`src/asc_pkg.sv`:
```
// Constants, types and addresses shared by the serial transceiver core
// Contract
// - Copy each received character into receive holding
// - Overrun discards new character, holding unchanged
// - Receive holding read-only; shifter hidden
// - Transmit holding write starts transmission; readable
// - Shifter loads after write or in the same cycle as done
// - Shifter load and bits on base clock
// - Mode resets 01, bit-wise writes, refresh harmless
// - Power clear gates clock, resets internal logic
// - Power off: output high, input seen high
// - Baud output active second base clock after power
// - Enable clears reset their direction's circuitry
// - Parity select: none, zero, odd, even
// - Zero parity never flags parity error
// - Length bit selects seven or eight data
// - Transmit one/two stops; receive checks one
// - Routing bit picks error or done interrupt
// - Low input at enable begins reception
// - Buffer-full sets on write, clears on load
package asc_pkg;
  localparam logic [15:0] MODE_ADDR    = 16'hff90;
  localparam logic [15:0] RXHOLD_ADDR  = 16'hff92;
  localparam logic [15:0] ERRSTAT_ADDR = 16'hff93;
  localparam logic [15:0] TXHOLD_ADDR  = 16'hff94;
  localparam logic [15:0] TXSTAT_ADDR  = 16'hff95;

  localparam logic [7:0]  MODE_RESET = 8'h01;
  localparam logic [7:0]  HOLD_RESET = 8'hff;
  localparam logic [7:0]  ZERO_BYTE  = 8'h00;

  localparam int POWER_BIT = 7;
  localparam int TXEN_BIT  = 6;
  localparam int RXEN_BIT  = 5;
  localparam int PAR_HI    = 4;
  localparam int PAR_LO    = 3;
  localparam int CLEN_BIT  = 2;
  localparam int STOPS_BIT = 1;
  localparam int ROUTE_BIT = 0;

  localparam int PARERR_BIT  = 2;
  localparam int FRAMERR_BIT = 1;
  localparam int OVERRUN_BIT = 0;
  localparam int TXBF_BIT    = 1;
  localparam int TXSF_BIT    = 0;

  localparam int POWER_DELAY = 2;
  localparam int MIN_DIVISOR = 8;
  localparam int FIFO_DEPTH  = 16;

  typedef enum logic [1:0] {
    PAR_NONE = 2'h0,
    PAR_ZERO = 2'h1,
    PAR_ODD  = 2'h2,
    PAR_EVEN = 2'h3
  } asc_parity_t;

  typedef enum logic [2:0] {
    ST_IDLE   = 3'h0,
    ST_START  = 3'h1,
    ST_DATA   = 3'h3,
    ST_PARITY = 3'h2,
    ST_STOP   = 3'h6
  } asc_state_t;
endpackage

```
`src/asc_fifo_if.sv`:
```
// Valid/ready carrier between the receive path and its FIFO
`timescale 1ns/100ps
interface asc_fifo_if #(parameter int WIDTH = 8);
  logic             inValid;
  logic             inReady;
  logic [WIDTH-1:0] inData;
  logic             outValid;
  logic             outReady;
  logic [WIDTH-1:0] outData;
  modport producer (output inValid, output inData, output outReady,
                    input inReady, input outValid, input outData);
  modport storage  (input inValid, input inData, input outReady,
                    output inReady, output outValid, output outData);
endinterface

```
`src/asc_fifo.sv`:
```
// Receive character FIFO with valid/ready on both sides
`timescale 1ns/100ps
module asc_fifo #(
  parameter int WIDTH = 8,
  parameter int DEPTH = 16
) (
  input wire logic     clock,
  input wire logic     rst,
  asc_fifo_if.storage  port
);
  localparam int AW = $clog2(DEPTH);

  generate
    if (DEPTH < 2 || (DEPTH & (DEPTH - 1)) != 0)
    begin : gBadDepth
      $error("asc_fifo depth must be a power of two of at least 2");
    end
  endgenerate

  logic [WIDTH-1:0] mem [DEPTH];
  logic [AW:0]      wrPtr_reg;
  logic [AW:0]      rdPtr_reg;
  logic             empty;
  logic             full;

  assign empty         = wrPtr_reg == rdPtr_reg;
  assign full          = (wrPtr_reg[AW] != rdPtr_reg[AW]) && (wrPtr_reg[AW-1:0] == rdPtr_reg[AW-1:0]);
  assign port.inReady  = !full;
  assign port.outValid = !empty;
  assign port.outData  = mem[rdPtr_reg[AW-1:0]];

  always_ff @(posedge clock)
  begin
    if (port.inValid && !full)
      mem[wrPtr_reg[AW-1:0]] <= port.inData;
  end

  always_ff @(posedge clock)
  begin
    if (rst)
    begin
      wrPtr_reg <= '0;
      rdPtr_reg <= '0;
    end
    else
    begin
      if (port.inValid && !full)
        wrPtr_reg <= wrPtr_reg + 1'b1;
      if (port.outReady && !empty)
        rdPtr_reg <= rdPtr_reg + 1'b1;
    end
  end

  a_fifo_no_overfill: assert property (@(posedge clock) disable iff (rst)
    full && !(port.outReady && !empty) |=> $stable(wrPtr_reg))
    else $error("FIFO pointer moved while full");
endmodule

```
`src/asc_core.sv`:
```
// Asynchronous serial transceiver core: holding, shifters and mode register
`timescale 1ns/100ps
module asc_core (
  input  wire logic        clock,
  input  wire logic        rst,
  input  wire logic [15:0] addr,
  input  wire logic        wrEn,
  input  wire logic [7:0]  wrMask,
  input  wire logic [7:0]  wrData,
  input  wire logic        rdEn,
  output logic      [7:0]  rdData,
  input  wire logic        serialIn,
  output logic             serialOut,
  input  wire logic        msbFirst,
  input  wire logic [7:0]  baudDivisor,
  output logic             transmitDone,
  output logic             receiveDone,
  output logic             receiveError
);
  import asc_pkg::*;

  logic [7:0]             mode_reg;
  logic [POWER_DELAY-1:0] powerDly_reg;
  logic                   power, txOn, rxOn, baudOn, inView;
  asc_parity_t            parSel;
  logic [7:0]             bitLen;
  logic [7:0]             txHold_reg, rxHold_reg, errStat_reg;
  logic                   txFull_reg, rxFull_reg, txBusy_reg;
  asc_state_t             txState_reg, rxState_reg;
  logic [7:0]             txCnt_reg, rxCnt_reg, txSh_reg, rxSh_reg;
  logic [2:0]             txIdx_reg, rxIdx_reg;
  logic                   txPar_reg, rxPar_reg, txStop2_reg, rxParErr_reg;
  logic                   txLoad, txWrite, rxFinish, rxFrameErr, rxAnyErr;
  logic [7:0]             txMasked, rxFinal;
  logic [2:0]             lastIdx;

  asc_fifo_if #(.WIDTH(8)) rxq ();

  asc_fifo #(.WIDTH(8), .DEPTH(FIFO_DEPTH)) uRxFifo (
    .clock (clock),
    .rst   (rst || !power),
    .port  (rxq)
  );

  assign power   = mode_reg[POWER_BIT];
  assign txOn    = power && mode_reg[TXEN_BIT];
  assign rxOn    = power && mode_reg[RXEN_BIT];
  assign parSel  = asc_parity_t'(mode_reg[PAR_HI:PAR_LO]);
  assign bitLen  = (baudDivisor < 8'(MIN_DIVISOR)) ? 8'(MIN_DIVISOR) : baudDivisor;
  assign lastIdx = mode_reg[CLEN_BIT] ? 3'h7 : 3'h6;
  assign baudOn  = power && powerDly_reg[POWER_DELAY-1];
  // Receiver sees an idle line while powered down
  assign inView  = power ? serialIn : 1'b1;
  assign txWrite = wrEn && addr == TXHOLD_ADDR;

  // Register port; partial-mask writes give bit-wise access
  always_ff @(posedge clock)
  begin
    if (rst)
      mode_reg <= MODE_RESET;
    else if (wrEn && addr == MODE_ADDR)
      mode_reg <= (mode_reg & ~wrMask) | (wrData & wrMask);
  end

  // Baud divider output only after two base clocks of power
  always_ff @(posedge clock)
  begin
    if (rst || !power)
      powerDly_reg <= '0;
    else
      powerDly_reg <= {powerDly_reg[POWER_DELAY-2:0], 1'b1};
  end

  always_ff @(posedge clock)
  begin
    if (rst)
      rdData <= ZERO_BYTE;
    else if (rdEn)
    begin
      case (addr)
        MODE_ADDR:    rdData <= mode_reg;
        RXHOLD_ADDR:  rdData <= rxHold_reg;
        ERRSTAT_ADDR: rdData <= errStat_reg;
        TXHOLD_ADDR:  rdData <= txHold_reg;
        TXSTAT_ADDR:  rdData <= {6'h00, txFull_reg, txBusy_reg};
        default:      rdData <= ZERO_BYTE;
      endcase
    end
  end

  // Transmit holding; a write while full is undefined for software
  always_ff @(posedge clock)
  begin
    if (rst)
      txHold_reg <= HOLD_RESET;
    else if (txWrite)
      txHold_reg <= wrData;
  end

  always_ff @(posedge clock)
  begin
    if (rst || !txOn)
      txFull_reg <= 1'b0;
    else if (txWrite)
      txFull_reg <= 1'b1;
    else if (txLoad)
      txFull_reg <= 1'b0;
  end

  assign txLoad = baudOn && txFull_reg && (txState_reg == ST_IDLE ||
                  (txState_reg == ST_STOP && txCnt_reg == 8'h00 && (txStop2_reg || !mode_reg[STOPS_BIT])));
  assign txMasked = mode_reg[CLEN_BIT] ? txHold_reg : (msbFirst ? (txHold_reg & 8'hfe) : (txHold_reg & 8'h7f));

  // Transmit frame; one clock period stands for one base clock tick
  always_ff @(posedge clock)
  begin
    if (rst || !txOn)
    begin
      txState_reg  <= ST_IDLE;
      serialOut    <= 1'b1;
      txSh_reg     <= HOLD_RESET;
      txCnt_reg    <= 8'h00;
      txIdx_reg    <= 3'h0;
      txPar_reg    <= 1'b0;
      txStop2_reg  <= 1'b0;
      txBusy_reg   <= 1'b0;
      transmitDone <= 1'b0;
    end
    else
    begin
      transmitDone <= 1'b0;
      if (txLoad)
      begin
        // Reload ends the previous frame, so done pulses in the same cycle as the load
        transmitDone <= txState_reg == ST_STOP;
        txState_reg  <= ST_START;
        txSh_reg     <= txMasked;
        txPar_reg    <= ^txMasked;
        serialOut    <= 1'b0;
        txCnt_reg    <= bitLen - 8'h01;
        txBusy_reg   <= 1'b1;
      end
      else if (txState_reg != ST_IDLE && baudOn)
      begin
        if (txCnt_reg != 8'h00)
          txCnt_reg <= txCnt_reg - 8'h01;
        else
        begin
          txCnt_reg <= bitLen - 8'h01;
          case (txState_reg)
            ST_START:
            begin
              txState_reg <= ST_DATA;
              txIdx_reg   <= 3'h0;
              serialOut   <= msbFirst ? txSh_reg[7] : txSh_reg[0];
              txSh_reg    <= msbFirst ? {txSh_reg[6:0], 1'b0} : {1'b0, txSh_reg[7:1]};
            end
            ST_DATA:
            begin
              if (txIdx_reg == lastIdx)
              begin
                txState_reg <= (parSel == PAR_NONE) ? ST_STOP : ST_PARITY;
                txStop2_reg <= 1'b0;
                case (parSel)
                  PAR_ZERO: serialOut <= 1'b0;
                  PAR_ODD:  serialOut <= ~txPar_reg;
                  PAR_EVEN: serialOut <= txPar_reg;
                  default:  serialOut <= 1'b1;
                endcase
              end
              else
              begin
                txIdx_reg <= txIdx_reg + 3'h1;
                serialOut <= msbFirst ? txSh_reg[7] : txSh_reg[0];
                txSh_reg  <= msbFirst ? {txSh_reg[6:0], 1'b0} : {1'b0, txSh_reg[7:1]};
              end
            end
            ST_PARITY:
            begin
              txState_reg <= ST_STOP;
              serialOut   <= 1'b1;
            end
            ST_STOP:
            begin
              if (mode_reg[STOPS_BIT] && !txStop2_reg)
                txStop2_reg <= 1'b1;
              else
              begin
                txState_reg  <= ST_IDLE;
                txBusy_reg   <= 1'b0;
                transmitDone <= 1'b1;
              end
            end
            default: txState_reg <= ST_IDLE;
          endcase
        end
      end
    end
  end

  assign rxFinish   = rxState_reg == ST_STOP && rxCnt_reg == 8'h00 && baudOn;
  assign rxFrameErr = rxFinish && !inView;
  assign rxAnyErr   = rxFrameErr || rxParErr_reg || (rxFinish && !rxq.inReady);

  always_comb
  begin
    if (mode_reg[CLEN_BIT])
      rxFinal = rxSh_reg;
    else if (msbFirst)
      rxFinal = {rxSh_reg[6:0], 1'b0};
    else
      rxFinal = {1'b0, rxSh_reg[7:1]};
  end

  // Full FIFO refuses the character: it is dropped, holding untouched
  assign rxq.inValid  = rxFinish && rxOn;
  assign rxq.inData   = rxFinal;
  assign rxq.outReady = !rxFull_reg;

  always_ff @(posedge clock)
  begin
    if (rst || !rxOn)
    begin
      rxState_reg  <= ST_IDLE;
      rxSh_reg     <= HOLD_RESET;
      rxCnt_reg    <= 8'h00;
      rxIdx_reg    <= 3'h0;
      rxPar_reg    <= 1'b0;
      rxParErr_reg <= 1'b0;
    end
    else if (baudOn)
    begin
      if (rxState_reg == ST_IDLE)
      begin
        // Level test also catches a line already low at enable
        if (!inView)
        begin
          rxState_reg <= ST_START;
          rxCnt_reg   <= {1'b0, bitLen[7:1]};
        end
      end
      else if (rxCnt_reg != 8'h00)
        rxCnt_reg <= rxCnt_reg - 8'h01;
      else
      begin
        rxCnt_reg <= bitLen - 8'h01;
        case (rxState_reg)
          ST_START:
          begin
            rxState_reg  <= inView ? ST_IDLE : ST_DATA;
            rxIdx_reg    <= 3'h0;
            rxPar_reg    <= 1'b0;
            rxParErr_reg <= 1'b0;
          end
          ST_DATA:
          begin
            rxSh_reg  <= msbFirst ? {rxSh_reg[6:0], inView} : {inView, rxSh_reg[7:1]};
            rxPar_reg <= rxPar_reg ^ inView;
            rxIdx_reg <= rxIdx_reg + 3'h1;
            if (rxIdx_reg == lastIdx)
              rxState_reg <= (parSel == PAR_NONE) ? ST_STOP : ST_PARITY;
          end
          ST_PARITY:
          begin
            rxState_reg <= ST_STOP;
            // Zero parity is taken but never judged
            case (parSel)
              PAR_ODD:  rxParErr_reg <= !(rxPar_reg ^ inView);
              PAR_EVEN: rxParErr_reg <= rxPar_reg ^ inView;
              default:  rxParErr_reg <= 1'b0;
            endcase
          end
          default: rxState_reg <= ST_IDLE;
        endcase
      end
    end
  end

  // Holding drains the FIFO; write attempts never reach it
  always_ff @(posedge clock)
  begin
    if (rst || !power)
    begin
      rxHold_reg <= HOLD_RESET;
      rxFull_reg <= 1'b0;
    end
    else if (!rxFull_reg && rxq.outValid)
    begin
      rxHold_reg <= rxq.outData;
      rxFull_reg <= 1'b1;
    end
    else if (rdEn && addr == RXHOLD_ADDR)
      rxFull_reg <= 1'b0;
  end

  // Error flags: new error wins over the clearing read
  always_ff @(posedge clock)
  begin
    if (rst || !power)
      errStat_reg <= ZERO_BYTE;
    else if (rxFinish && rxOn)
    begin
      if (rdEn && addr == ERRSTAT_ADDR)
        errStat_reg <= {5'h00, rxParErr_reg, rxFrameErr, !rxq.inReady};
      else
        errStat_reg <= errStat_reg | {5'h00, rxParErr_reg, rxFrameErr, !rxq.inReady};
    end
    else if (rdEn && addr == ERRSTAT_ADDR)
      errStat_reg <= ZERO_BYTE;
  end

  always_ff @(posedge clock)
  begin
    if (rst || !rxOn)
    begin
      receiveDone  <= 1'b0;
      receiveError <= 1'b0;
    end
    else
    begin
      receiveDone  <= rxFinish && (!rxAnyErr || mode_reg[ROUTE_BIT]);
      receiveError <= rxFinish && rxAnyErr && !mode_reg[ROUTE_BIT];
    end
  end

  a_mode_reset_value: assert property (@(posedge clock) rst |=> mode_reg == MODE_RESET)
    else $error("Mode register did not reset to 01");
  a_power_line_idle: assert property (@(posedge clock) disable iff (rst)
    !power |=> serialOut && rxState_reg == ST_IDLE)
    else $error("Line not idle while powered down");
  a_baud_two_clocks: assert property (@(posedge clock) disable iff (rst)
    $rose(power) |-> !baudOn ##1 !baudOn)
    else $error("Baud output active too early");
  a_baud_needs_power: assert property (@(posedge clock) disable iff (rst)
    baudOn |-> power && $past(power, 2))
    else $error("Baud output without two powered clocks");
  a_tx_write_starts: assert property (@(posedge clock) disable iff (rst)
    txWrite && txOn && baudOn && !txFull_reg && txState_reg == ST_IDLE && mode_reg == $past(mode_reg)
    |=> txFull_reg ##1 (txState_reg == ST_START && !txFull_reg && !serialOut))
    else $error("Transmit write did not start a frame");
  a_rx_holding_ro: assert property (@(posedge clock) disable iff (rst || !power)
    wrEn && addr == RXHOLD_ADDR && (rxFull_reg || !rxq.outValid) |=> $stable(rxHold_reg))
    else $error("Receive holding changed by a write");
  a_overrun_flag: assert property (@(posedge clock) disable iff (rst || !power)
    rxFinish && rxOn && !rxq.inReady |=> errStat_reg[OVERRUN_BIT] && receiveError != mode_reg[ROUTE_BIT])
    else $error("Overrun not flagged");
  a_zero_par_quiet: assert property (@(posedge clock) disable iff (rst)
    rxFinish && parSel != PAR_ODD && parSel != PAR_EVEN |-> !rxParErr_reg)
    else $error("Parity error without odd or even parity");
  a_route_select: assert property (@(posedge clock) disable iff (rst || !rxOn)
    rxFinish && rxAnyErr |=> receiveError != receiveDone && receiveDone == $past(mode_reg[ROUTE_BIT]))
    else $error("Error interrupt routed wrongly");
endmodule

```
`config.mk`:
```
export PLATFORM = sky130hd
export DESIGN_NAME = asc_core
export DESIGN_NICKNAME = d
export VERILOG_FILES = /design/src/asc_pkg.sv /design/src/asc_fifo_if.sv /design/src/asc_fifo.sv /design/src/asc_core.sv
export SDC_FILE = /design/constraint.sdc
export NUM_CORES = 1
export LEC_CHECK = 0
export BUFFER_PORTS_ARGS = -buffer_cell sky130_fd_sc_hd__buf_2
export CAP_MARGIN = 15
export CORE_ASPECT_RATIO = 1.75
export CORE_MARGIN = 2
export CORE_UTILIZATION = 35
export CTS_BUF_LIST = sky130_fd_sc_hd__clkbuf_8
export CTS_CLUSTER_SIZE = 40
export DETAILED_ROUTE_END_ITERATION = 16
export GPL_TIMING_DRIVEN = 0
export SYNTH_ARGS = -nofsm -noshare
export SYNTH_HDL_FRONTEND = slang
export SYNTH_SLANG_ARGS = --single-unit
export TNS_END_PERCENT = 10
```
`constraint.sdc`:
```
create_clock -name clock -period 3.15 [get_ports clock]
set_input_delay 0.1575 -clock clock [delete_from_list [all_inputs] [get_ports clock]]
set_output_delay 0.1575 -clock clock [all_outputs]
set_load 0.03 [all_outputs]
```
==> results.sh <==
export IMPL_finalSetupViolations=0
export IMPL_power_frac_clock_pct=40.0
export IMPL_final_area_um2=12400
export IMPL_ir_drop_v=0.000199
export IMPL_grt_usage_pct=17.4
export IMPL_arrival_ns=3.18
export IMPL_synth_area_per_cell_um2=11.7
export IMPL_route_met2_wl_mm=16.1
export IMPL_mostFrequentLayoutCell="edfxtp_1"
export IMPL_powerDensity_nw_per_um2=443
export IMPL_cts_repair_resized=0
export IMPL_fmaxAchievable_ghz=0.332
export IMPL_layout_nets=1093
export IMPL_power_frac_seq_pct=57.3
export IMPL_endpoint_kind="register"
export IMPL_vias=7708
export IMPL_p_comb_share_pct=2.7
export IMPL_post_cts_setup_buffers=0
export IMPL_initial_utilization_pct=35.3
export IMPL_clk_pin_slew_ns=0.06
export IMPL_crit_fanout=10
export IMPL_wl_per_cell_um=19.2
export IMPL_grt_ovfl_total=0
export IMPL_drtPass1Iterations=4
export IMPL_place_hpwl_mm=21.1
export IMPL_numCtsBuffers=34
export IMPL_vias_per_cell=5.33
export IMPL_finalSetupTns_ns=0
export IMPL_max_stage_delay_ns=0.52
export IMPL_yosysWarnings=0
export IMPL_max_cap_violations=0
export IMPL_drive_gt1_share_pct=16.4
export IMPL_n_fill_cell=2887
export IMPL_gp_congestion=0.863
export IMPL_p_sw_mw=1.21
export IMPL_die_area_um2=32200
export IMPL_insertion_delay_ns=0.53
export IMPL_yosysUniqueCellTypes=78
export IMPL_layout_common_cells="edfxtp_1, dfxtp_1, buf_2, nor2_1, a21oi_1"
export IMPL_antenna_found_initial=1
export IMPL_htreeDepth=2
export IMPL_syn_cell_area_um2=10800
export IMPL_crit_buf_inv=3
export IMPL_area_growth_pct=15.1
export IMPL_synth_ff_type="edfxtp_1"
export IMPL_finalCritPeriodShare_pct=95.5
export IMPL_status="complete, no violations"
export IMPL_finClkSkew_ns=0.0257
export IMPL_cts_max_path_buffers=3
export IMPL_cpMaxStageDelayCell="or3b_2"
export IMPL_met1_length_mm=9.09
export IMPL_largest_reg_flops=128
export IMPL_hp_class="in2reg"
export IMPL_crit_family="simple AND/OR/NAND/NOR gates"
export IMPL_drc_errors=0
export IMPL_switching_share_pct=22.0
export IMPL_ys_seq_area_share_pct=54.7
export IMPL_routed_wl_mm=27.7
export IMPL_wl_met3_um=631
export IMPL_drtAntennaViolNets=0
export IMPL_power_leakage_nw=3.93
export IMPL_final_max_slew_viol_count=0
export IMPL_grt_max_degree=17
export IMPL_rsz0062_at_grt="false"
export IMPL_topRoutingLayerUsed="met4"
export IMPL_grt_pass1_wl_mm=43.2
export IMPL_placedInstanceArea_um2=11600
export IMPL_max_slew_margin_pct=31.6
export IMPL_synth_seq_cells=230
export IMPL_worst_pin_slew_ns=1.01
export IMPL_fin_ws_ns=0.142
export IMPL_finalHoldViolCount=0
export IMPL_power_total_mw=5.49
export IMPL_syn_num_nets=977
export IMPL_rows=85
export IMPL_p_int_mw=4.28
export IMPL_drtIter0Drc=567
export IMPL_cts_sinks=230
export IMPL_die_h_um=236
export IMPL_place_ws_ns=0.172
export IMPL_required_ns=3.32
export IMPL_portBuffers=52
export IMPL_reg2reg_slack_ns=0.14
export IMPL_ioPinCount=58
export IMPL_syn_inst=919
export IMPL_path_cells="inv_1 > ha_1 > or3b_2 > or2_1 > buf_6 > a211oi_4 > clkbuf_2 > and3_1"
export IMPL_path_class="reg2reg"
export IMPL_cts_root_buf="clkbuf_8"
export IMPL_grt_pass1_vias=8192
export IMPL_synth_edf_count=128
export IMPL_critPathLaunchType="register"
export IMPL_fp_coreArea_um2=30500
export IMPL_die_w_um=137
export IMPL_period_minus_slack_ns=3.01
export IMPL_synth_async_reset_ratio_pct=0
export IMPL_cts_tree="built"
-- worst paths after layout --
check                                         end            start  cells after the start
worst min register to register    powerDly_reg[1]  powerDly_reg[0]                      1
worst max-delay path            uRxFifo.mem[6][2]     rxCnt_reg[1]                      8
worst min-delay path                  mode_reg[1]        wrMask[1]                      4
worst max register to register  uRxFifo.mem[6][2]     rxCnt_reg[1]                      8
-- cell type report --
| cell class | instances | area [um2] | area share (%) |
|---|---|---|---|
| Tap cell | 391 | 489 | 3.95 |
| Clock inverter | 18 | 81.3 | 0.656 |
| Inverter | 38 | 143 | 1.15 |
| Timing Repair Buffer | 80 | 529 | 4.27 |
| Buffer | 55 | 229 | 1.85 |
| Antenna cell | 1 | 2.50 | 0.0202 |
| Multi-Input combinational cell | 596 | 4520 | 36.5 |
| Sequential cell | 230 | 5890 | 47.5 |
| Clock buffer | 37 | 509 | 4.11 |
-- worst reg2reg max path, stage by stage, from the launching register on --
cell and delay (ns):
dfxtp_1 0.33, inv_1 0.11, ha_1 0.22, or3b_2 0.52, or2_1 0.24, buf_6 0.16
a211oi_4 0.35, clkbuf_2 0.25, and3_1 0.47
-- through the flow --
step / utilization, % / hold WS, ns / instances
2_1_floorplan: - / 0.309 / 919
3_3_place_gp: 37.7 / 0.416 / 1362
3_5_place_dp: 37.9 / 0.417 / 1368
4_1_cts: 40.6 / 0.000587 / 1445
5_1_grt: 40.6 / 0.0269 / 1446
6_report: 40.6 / 0.0254 / 1446
-- cell usage after synthesis (all sizes together) (9+ instances only) --
master,instances,share of area (%)
nor3,23,1.1
ha,12,1.4
nand2,45,1.6
o22ai,9,0.52
edfxtp,128,36
xnor2,15,1.2
a21oi,54,2.5
and2,12,0.70
dfxtp,102,19
inv,38,1.3
a211oi,16,1.2
mux2i,46,4.3
buf,15,0.72
and3,17,0.99
a211o,17,1.4
o21ai,52,2.4
xor2,9,0.73
mux4,32,6.7
nand4,9,0.52
nor4,10,0.89
nor2,56,2.0
nand2b,11,0.64
clkbuf,40,1.4
o211ai,15,1.0
nand3,27,1.3
-- power by group through the flow --
stage	combinational (mW)	sequential (mW)	clock, mW
floorplan	0.0692	3.21	0
CTS	0.147	3.14	2.27
detailed placement	0.137	3.21	0
global placement	0.133	3.21	0
finish	0.149	3.14	2.20
global route	0.162	3.14	2.39
-- metal layers --
layer  GRT usage, %  vias up
met5              0        -
met4           11.5        0
met3           1.89       82
met2           35.0      144
met1           15.5     3749
li1               -     3733
-- kinds of logic (layout without fill, tap and decap cells) --
logic type	after synthesis	in the layout	synth area share (%)
muxes	86	86	11.8
xor gates and xnor gates	25	25	2.16
adders and majority gates	12	12	1.39
DFF	230	230	54.7
AOI/OAI and AO/OA	215	215	13.4
other	0	1	0
buffers and inverters	93	228	3.45
and+or+nand+nor	258	258	13.2
-- what timing repair did --
item | 4_1_cts | 5_1_grt
endpoints found under the setup margin | 0 | 0
endpoints found under the hold margin | 16 | 0
hold buffers | 22 | 0
No activity file was read; power rests on OpenSTA's default activity.
